`src/common/igec_pkg.sv`:
```
// igec_pkg: constants for the isolator gate enable control block.
// assumes a plain register port with one-cycle strobes and 16-bit data.
package igec_pkg;
    localparam int unsigned IGEC_NUM_DRV = 5;
    localparam int unsigned IGEC_ADDR_W = 4;
    localparam int unsigned IGEC_DATA_W = 16;
    // driver order inside every 5-bit group
    localparam int unsigned IGEC_DRV_U = 0;
    localparam int unsigned IGEC_DRV_V = 1;
    localparam int unsigned IGEC_DRV_W = 2;
    localparam int unsigned IGEC_DRV_BRG = 3;
    localparam int unsigned IGEC_DRV_REV = 4;
    // register addresses
    localparam logic [3:0] IGEC_CMD_ADDR = 4'h0;
    localparam logic [3:0] IGEC_CFG_ADDR = 4'h1;
    localparam logic [3:0] IGEC_STATE_ADDR = 4'h2;
    // command word: on bits [4:0], off bits [12:8]
    localparam int unsigned IGEC_ON_POS = 0;
    localparam int unsigned IGEC_OFF_POS = 8;
    // config word fields
    localparam int unsigned IGEC_CFG_SDS_POS = 0;
    localparam int unsigned IGEC_CFG_CGR_POS = 1;
    localparam int unsigned IGEC_CFG_SW_POS = 2;
    // state word: latched enables [4:0] (bit 4 is the reverse mosfet pin when source_drain_select is set), pending reverse off [8]
    localparam int unsigned IGEC_ST_PEND_POS = 8;
    localparam logic [4:0] IGEC_LATCH_RST = 5'h00;
    localparam logic [2:0] IGEC_CFG_RST = 3'h0;
    localparam logic [15:0] IGEC_RD_RST = 16'h0000;
    localparam int unsigned IGEC_SYNC_STAGES = 2;
    typedef enum logic [0:0] {
        IGEC_REV_IDLE,
        IGEC_REV_WAIT
    } igec_rev_state_type;
endpackage

```
`src/hw/igec_sync.sv`:
```
// igec_sync: two-flop synchroniser for a bus of level inputs.
// assumes each bit is a slow level; no event is carried across.
`timescale 1ns/1ps
module igec_sync #(
    parameter int unsigned WIDTH = 1
) (
    input wire logic sys_clk_in,
    input wire logic reset_n_in,
    input wire logic [WIDTH-1:0] async_in,
    output logic [WIDTH-1:0] sync_out
);
    typedef struct packed {
        logic [WIDTH-1:0] meta;
        logic [WIDTH-1:0] stable;
    } igec_sync_state_type;

    igec_sync_state_type state_reg;
    igec_sync_state_type state_next;

    always_comb begin
        state_next.meta = async_in;
        state_next.stable = state_reg.meta;
    end

    always_ff @(posedge sys_clk_in) begin
        if (!reset_n_in) begin
            state_reg <= '0;
        end else begin
            state_reg <= state_next;
        end
    end

    assign sync_out = state_reg.stable;
endmodule // igec_sync

```
`src/hw/igec_core.sv`:
```
// igec_core: enable latches and gate outputs for five isolator drivers.
// assumes an upstream serial front end presenting one-cycle strobes.
//
// The register offsets and the strobed register port are this design's own decisions.
`timescale 1ns/1ps
module igec_core (
    input wire logic sys_clk_in,
    input wire logic reset_n_in,
    input wire logic [3:0] reg_addr_in,
    input wire logic [15:0] reg_wdata_in,
    input wire logic reg_wr_in,
    input wire logic reg_rd_in,
    input wire logic [4:0] protect_off_in,
    input wire logic neg_overcurrent_hit_in,
    input wire logic pump_good_in,
    input wire logic sleep_in,
    input wire logic reverse_mosfet_on_in,
    input wire logic gs_undervoltage_in,
    output logic [15:0] reg_rdata_out,
    output logic phase_u_gate_out,
    output logic phase_v_gate_out,
    output logic phase_w_gate_out,
    output logic bridge_gate_out,
    output logic reverse_gate_out,
    output logic divider_switch_output,
    output logic gs_fault_out
);
    // four pins from the analog side, synchronised before use; gs_undervoltage_in is used unsynchronised
    logic [3:0] raw_pins;
    logic [3:0] pins_sync;
    logic ocn_hit;
    logic pump_ok;
    logic sleep_s;
    logic rev_on_s;

    assign raw_pins = {reverse_mosfet_on_in, sleep_in, pump_good_in,
        neg_overcurrent_hit_in};

    igec_sync #(
        .WIDTH(4)
    ) u_sync (
        .sys_clk_in(sys_clk_in),
        .reset_n_in(reset_n_in),
        .async_in(raw_pins),
        .sync_out(pins_sync)
    );

    assign ocn_hit = pins_sync[0];
    assign pump_ok = pins_sync[1];
    assign sleep_s = pins_sync[2];
    assign rev_on_s = pins_sync[3];

    typedef struct packed {
        logic [4:0] on_cmd;
        logic [4:0] off_cmd;
        logic cmd_valid;
        logic [4:0] driver_enable_latch;
        igec_pkg::igec_rev_state_type rev_state;
        logic source_drain_select;
        logic current_gated_reverse_off;
        logic divider_switch_on;
        logic [15:0] rdata;
        logic [4:0] gates;
        logic divider_sw;
        logic gs_fault;
    } igec_core_state_type;

    igec_core_state_type state_reg;
    igec_core_state_type state_next;

    logic [4:0] set_mask;
    logic [4:0] clr_mask;
    logic [4:0] latch_mid;
    logic [4:0] drive_lvl;
    logic [4:0] state_flag;

    // per-driver decode of the stored command pair
    genvar gi;
    generate
        for (gi = 0; gi < 5; gi++) begin : g_dec
            assign set_mask[gi] = state_reg.cmd_valid &
                state_reg.on_cmd[gi] & ~state_reg.off_cmd[gi];
            assign clr_mask[gi] = state_reg.cmd_valid &
                ~state_reg.on_cmd[gi] & state_reg.off_cmd[gi];
        end
    endgenerate

    always_comb begin
        state_next = state_reg;
        // command bits live one cycle then clear
        state_next.cmd_valid = 1'b0;
        state_next.on_cmd = 5'h00;
        state_next.off_cmd = 5'h00;
        if (reg_wr_in && reg_addr_in == igec_pkg::IGEC_CMD_ADDR) begin
            state_next.on_cmd = reg_wdata_in[4:0];
            state_next.off_cmd = reg_wdata_in[12:8];
            state_next.cmd_valid = 1'b1;
        end
        if (reg_wr_in && reg_addr_in == igec_pkg::IGEC_CFG_ADDR) begin
            state_next.source_drain_select =
                reg_wdata_in[igec_pkg::IGEC_CFG_SDS_POS];
            state_next.current_gated_reverse_off =
                reg_wdata_in[igec_pkg::IGEC_CFG_CGR_POS];
            state_next.divider_switch_on =
                reg_wdata_in[igec_pkg::IGEC_CFG_SW_POS];
        end

        // equal pairs touch neither mask, so latch holds
        latch_mid = (state_reg.driver_enable_latch | set_mask)
            & ~clr_mask;

        // reverse off may be held until negative current is seen
        state_next.rev_state = state_reg.rev_state;
        case (state_reg.rev_state)
            igec_pkg::IGEC_REV_IDLE: begin
                if (clr_mask[4] && state_reg.current_gated_reverse_off
                    && !ocn_hit) begin
                    latch_mid[4] = state_reg.driver_enable_latch[4];
                    state_next.rev_state = igec_pkg::IGEC_REV_WAIT;
                end
            end
            igec_pkg::IGEC_REV_WAIT: begin
                latch_mid[4] = state_reg.driver_enable_latch[4];
                if (set_mask[4]) begin
                    latch_mid[4] = 1'b1;
                    state_next.rev_state = igec_pkg::IGEC_REV_IDLE;
                end else if (ocn_hit ||
                    !state_reg.current_gated_reverse_off) begin
                    latch_mid[4] = 1'b0;
                    state_next.rev_state = igec_pkg::IGEC_REV_IDLE;
                end
            end
            default: begin
                state_next.rev_state = igec_pkg::IGEC_REV_IDLE;
            end
        endcase

        // protection clears win over every command
        state_next.driver_enable_latch = latch_mid & ~protect_off_in;
        if (protect_off_in[4]) begin
            state_next.rev_state = igec_pkg::IGEC_REV_IDLE;
        end

        // gates stay off while the pump is low, except reverse, which is on then if source_drain_select is set
        drive_lvl = state_reg.driver_enable_latch &
            {5{pump_ok}};
        // inversion done on the registered level, so it is glitch free
        drive_lvl[4] = drive_lvl[4] ^
            state_reg.source_drain_select;
        state_next.gates = drive_lvl;

        state_next.divider_sw = state_reg.divider_switch_on &
            ~sleep_s;
        state_next.gs_fault = gs_undervoltage_in &
            ~state_reg.source_drain_select;

        state_flag = state_reg.driver_enable_latch;
        if (state_reg.source_drain_select) begin
            state_flag[4] = rev_on_s;
        end

        state_next.rdata = igec_pkg::IGEC_RD_RST;
        if (reg_rd_in) begin
            case (reg_addr_in)
                igec_pkg::IGEC_CMD_ADDR: begin
                    state_next.rdata = igec_pkg::IGEC_RD_RST;
                end
                igec_pkg::IGEC_CFG_ADDR: begin
                    state_next.rdata = {13'h0000,
                        state_reg.divider_switch_on,
                        state_reg.current_gated_reverse_off,
                        state_reg.source_drain_select};
                end
                igec_pkg::IGEC_STATE_ADDR: begin
                    state_next.rdata = {7'h00,
                        state_reg.rev_state == igec_pkg::IGEC_REV_WAIT,
                        3'h0, state_flag};
                end
                default: begin
                    state_next.rdata = igec_pkg::IGEC_RD_RST;
                end
            endcase
        end
    end

    always_ff @(posedge sys_clk_in) begin
        if (!reset_n_in) begin
            state_reg.on_cmd <= igec_pkg::IGEC_LATCH_RST;
            state_reg.off_cmd <= igec_pkg::IGEC_LATCH_RST;
            state_reg.cmd_valid <= 1'b0;
            state_reg.driver_enable_latch <= igec_pkg::IGEC_LATCH_RST;
            state_reg.rev_state <= igec_pkg::IGEC_REV_IDLE;
            state_reg.source_drain_select <= 1'b0;
            state_reg.current_gated_reverse_off <= 1'b0;
            state_reg.divider_switch_on <= 1'b0;
            state_reg.rdata <= igec_pkg::IGEC_RD_RST;
            state_reg.gates <= igec_pkg::IGEC_LATCH_RST;
            state_reg.divider_sw <= 1'b0;
            state_reg.gs_fault <= 1'b0;
        end else begin
            state_reg <= state_next;
        end
    end

    assign reg_rdata_out = state_reg.rdata;
    assign phase_u_gate_out = state_reg.gates[0];
    assign phase_v_gate_out = state_reg.gates[1];
    assign phase_w_gate_out = state_reg.gates[2];
    assign bridge_gate_out = state_reg.gates[3];
    assign reverse_gate_out = state_reg.gates[4];
    assign divider_switch_output = state_reg.divider_sw;
    assign gs_fault_out = state_reg.gs_fault;

    // assertions
    a_on_sets_latch: assert property (@(posedge sys_clk_in)
        disable iff (!reset_n_in)
        (set_mask[0] && !protect_off_in[0])
        |=> state_reg.driver_enable_latch[0])
        else $error("on command did not set latch");

    a_off_clears_latch: assert property (@(posedge sys_clk_in)
        disable iff (!reset_n_in)
        clr_mask[1] |=> !state_reg.driver_enable_latch[1])
        else $error("off command did not clear latch");

    a_equal_keeps_latch: assert property (@(posedge sys_clk_in)
        disable iff (!reset_n_in)
        (state_reg.cmd_valid && state_reg.on_cmd[2] ==
        state_reg.off_cmd[2] && !protect_off_in[2])
        |=> $stable(state_reg.driver_enable_latch[2]))
        else $error("equal pair changed latch");

    a_cmd_self_clear: assert property (@(posedge sys_clk_in)
        disable iff (!reset_n_in)
        state_reg.cmd_valid |=> (!state_reg.cmd_valid ||
        $past(reg_wr_in)))
        else $error("command bits did not clear");

    a_cmd_next_cycle: assert property (@(posedge sys_clk_in)
        disable iff (!reset_n_in)
        (reg_wr_in && reg_addr_in == igec_pkg::IGEC_CMD_ADDR)
        |=> state_reg.cmd_valid)
        else $error("command not staged next cycle");

    a_rev_gated_hold: assert property (@(posedge sys_clk_in)
        disable iff (!reset_n_in)
        (state_reg.rev_state == igec_pkg::IGEC_REV_WAIT && !ocn_hit &&
        state_reg.current_gated_reverse_off && !set_mask[4] &&
        !protect_off_in[4]) |=> $stable(state_reg.driver_enable_latch[4]))
        else $error("reverse latch left while waiting");

    a_protect_clears: assert property (@(posedge sys_clk_in)
        disable iff (!reset_n_in)
        protect_off_in[3] |=> !state_reg.driver_enable_latch[3])
        else $error("protection did not clear latch");

    a_pump_gates_off: assert property (@(posedge sys_clk_in)
        disable iff (!reset_n_in)
        !pump_ok |=> !phase_u_gate_out && !bridge_gate_out)
        else $error("gate on without pump supply");

    a_sleep_switch_off: assert property (@(posedge sys_clk_in)
        disable iff (!reset_n_in)
        sleep_s |=> !divider_switch_output)
        else $error("divider switch on in sleep");

    a_rev_polarity: assert property (@(posedge sys_clk_in)
        disable iff (!reset_n_in)
        reverse_gate_out == ($past(state_reg.driver_enable_latch[4] &
        pump_ok) ^ $past(state_reg.source_drain_select)))
        else $error("reverse gate polarity wrong");

    a_fault_masked: assert property (@(posedge sys_clk_in)
        disable iff (!reset_n_in)
        state_reg.source_drain_select |=> !gs_fault_out)
        else $error("undervoltage fault not masked");
endmodule // igec_core

```
`config.mk`:
```
export PLATFORM = sky130hd
export DESIGN_NAME = igec_core
export DESIGN_NICKNAME = d
export VERILOG_FILES = /design/src/common/igec_pkg.sv /design/src/hw/igec_sync.sv /design/src/hw/igec_core.sv
export SDC_FILE = /design/constraint.sdc
export NUM_CORES = 1
export LEC_CHECK = 0
export BUFFER_PORTS_ARGS = -buffer_cell sky130_fd_sc_hd__buf_2
export CAP_MARGIN = 40
export CORE_MARGIN = 2
export CORE_UTILIZATION = 47
export DETAILED_ROUTE_END_ITERATION = 10
export GPL_TIMING_DRIVEN = 1
export PLACE_DENSITY = 0.82
export SLEW_MARGIN = 20
export SYNTH_ARGS = -nofsm -noshare
export SYNTH_HDL_FRONTEND = slang
export SYNTH_SLANG_ARGS = --single-unit
```
`constraint.sdc`:
```
create_clock -name sys_clk_in -period 1.68 [get_ports sys_clk_in]
set_clock_uncertainty 0.15 [all_clocks]
set_input_delay 0.252 -clock sys_clk_in [delete_from_list [all_inputs] [get_ports sys_clk_in]]
set_output_delay 0.252 -clock sys_clk_in [all_outputs]
set_load 0.02 [all_outputs]
```
==> results.md <==
* CTS tree: yes
* HPWL after DPL at approximately 1800 um
* Setup WS post-layout at between 0.3 and 0.4 ns
* Core area at roughly 3000 um^2
* Reg2Reg Setup Slack at ~0.34 ns
* Post-CTS repair timing setup buffer count at 0
* Critical Path, Cell by Cell: nand2_1 -> a22o_1 -> a311oi_1
* Adder-cell share of the synthesized area at 0%
* Synth Flop Type: dfxtp_1
* Die Y at 60.9 um
* Yosys warns at 0
* I/O Pins at 57
* Power Dens Cells at ~800 nW/um^2
* Required @ worst endpoint at around 1.8 ns
* Worst vdd rail ir drop at around 470 uV
* Startpoint Class: register
* GP Congestion at between 0.7 and 0.8
* Setup WS pre-CTS at between 0.1 and 0.15 ns
* Number of flip-flops under the largest register name at 16
* Post-Syn Area at approximately 1500 um^2
* Setup crit end kind: register
* Worst stage delay on the critical path at between 0.5 and 0.6 ns
* Vias at approximately 1100
* Hold Crit Depth at 3
* Number of synthesized flops with an enable pin at 0
* Yosys reg bits at between 40 and 50
* Post-DRT Antenna Nets at 0
* Syn avg cell area at roughly 10 um^2
* Initial antenna violation count at 0
* Post-synth ARST share at 0%
* Yosys top cell area share at between 50% and 60%
* Final hold vios at 0
* Worst-path clk slew at about 0.11 ns
* Synth Area in XOR/XNOR at 0.575%
* H-Tree Depth at 2
* Cell type with the highest aggregate area in the netlist: dfxtp_1
* Ratio of cells with drive above 1 in the final layout at between 20% and 30%
* First-pass GRT wire length at 3960 um
* Largest family of logic cells by synthesized area: simple AND/OR/NAND/NOR gates
* ANT cells at 0
* Status: completed
* Die area at 3710 um^2
* Area growth from synthesis to layout at 26.5%
* Initial drt markers at 21
* RSZ-0062 raised after global routing: no
* Post-synthesis mux area share at 2.63%
* Synth cell types at 27
* Reg-to-Reg End: state_reg[31]$_SDFF_PN0_
* R2r startpoint: state_reg[32]$_SDFF_PN0_
* Drt total wl at between 2000 and 3000 um
* # DRC at 0
* R2R depth at 3
* Cell count after synthesis at 150
* Worst setup path class: register to register
* Root Driver: clkbuf_4
* CP arrival at 1.44 ns
* Max clock buf depth at 2
* Leakage at 0.000859 uW
* CP max stage cell: dfxtp_1
* Worst Hold Class: primary input to register
* Simple-gate portion of the synthesized area at 25.7%
* Buffers added on ports at 40
* Final period demand of the worst path at approximately 1.3 ns
* Starting Density at 49.5%
* Vias in the first global route at 900
* Post-synthesis compound-gate area fraction at under 10%
* Final Max Tran Viols at 0
* Num Clock Sinks at between 40 and 50
* Avg WL per Cell at slightly above 10 um
* Final setup fails at 0
* Max_cap viols at 0
* GRT overflow at 0
* Register area share after synthesis at ~54%
* CP Max Fanout at 13
* Setup crit start: state_reg[32]$_SDFF_PN0_
* Skew-Pair Late Insertion Delay at ~0.33 ns
* Synth top area cells: dfxtp_1, and2_1, buf_4
* Setup tns final at 0 ns
* Pre-antenna DRT Iters at 4
* Via density per instance at about 4.3
* Final core utilization at a little over three fifths
* Fmax at 748 MHz
* Critical Path Sink: state_reg[31]$_SDFF_PN0_
* Largest net degree at the start of global routing at 14
* Final nets at 241
* Fin crit share at around 80%
* Hold slack final at around 0.019 ns
* Row Count at 20
* Die W at about 61 um
* CTS buffer count at 5
* Total global-route track usage at between 10% and 20%
==> placed cells by master, fill, tap and decap left out <==
master,instances
o21ai_0,4
conb_1,10
dfxtp_1,41
nor4b_4,1
nand4bb_1,1
clkinv_2,2
mux2i_1,4
nand2_1,17
clkbuf_1,1
clkbuf_4,5
a22o_1,4
and2_1,21
or3b_4,1
dlygate4sd3_1,18
inv_1,1
buf_2,40
a311oi_1,2
nor2b_1,5
a21oi_1,5
nand2b_1,8
and3b_1,1
nand3b_1,1
buf_4,4
a2bb2oi_1,1
nor4b_1,1
nor3b_1,1
nor2_1,3
xnor2_1,1
and3_1,4
==> cells in the mapped netlist, drive strengths merged (2+ instances only) <==
library cell / count
buf: 17
nand2b: 8
and3: 4
nor4b: 2
nor2b: 5
a21oi: 5
nand2: 17
o21ai: 4
mux2i: 4
dfxtp: 41
a22o: 4
nor2: 3
a311oi: 2
clkbuf: 4
and2: 21
==> repair_timing <==
item | in CTS | in global routing
resized for setup | 0 | 0
endpoints found under the hold margin | 19 | 0
hold buffers | 18 | 0
==> worst min path at each step <==
stage,start,end,slack (ns)
2_1_floorplan,gs_undervoltage_in,gs_fault_out$_SDFF_PN0_,0.22
3_3_place_gp,u_sync.sync_out[0]$_SDFF_PN0_,state_reg[26]$_SDFF_PP0_,0.26
3_5_place_dp,u_sync.sync_out[0]$_SDFF_PN0_,state_reg[26]$_SDFF_PP0_,0.26
4_1_cts,protect_off_in[2],state_flag[2]$_SDFF_PN0_,0.01
5_1_grt,protect_off_in[2],state_flag[2]$_SDFF_PN0_,0.003
6_report,protect_off_in[2],state_flag[2]$_SDFF_PN0_,0.02
==> logic make-up after synthesis <==
family | count (synthesis)
AOI/OAI and AO/OA | 16
xor gates and xnor gates | 1
buffers and inverters | 22
DFF | 41
muxes | 4
other | 1
and+or+nand+nor | 65
==> worst max-delay path, delay by kind of cell (launching register included) <==
kind | cells | cell delay, ns
AO/OA/AOI/OAI | 2 | 0.43
AND/OR/NAND/NOR | 1 | 0.09
flip-flops | 1 | 0.58
==> area by class of cell <==
class	count	area, um^2
Fill cell	278	1150
Multi-Input combinational cell	96	584
Sequential cell	41	821
Inverter	1	3.75
Timing Repair Buffer	62	410
Clock inverter	2	10.0
Clock buffer	6	41.3
Tap cell	44	55.1
==> per-stage QoR <==
step                instance area [um^2]  total power, uW  cells
floorplan                           1560             1080    159
detailed placement                  1690             1110    226
global placement                    1690             1110    226
CTS                                 1930             1570    252
finish                              1930             1560    252
global route                        1930             1630    252
==> metal layers <==
layer / part of all wire [%] / track usage [%]
met1: 42 / 17.2
met2: 51 / 25.2
met3: 3.5 / 3.84
met4: 3.2 / 9.63
met5: 0 / 0
==> report_power, final <==
group | internal (uW) | switching, uW | total [uW]
registers | 985 | 5.95 | 991
logic | 70.6 | 57.0 | 128
clock network | 159 | 282 | 442
total | 1210 | 345 | 1560
No activity file was read; power rests on OpenSTA's default activity.
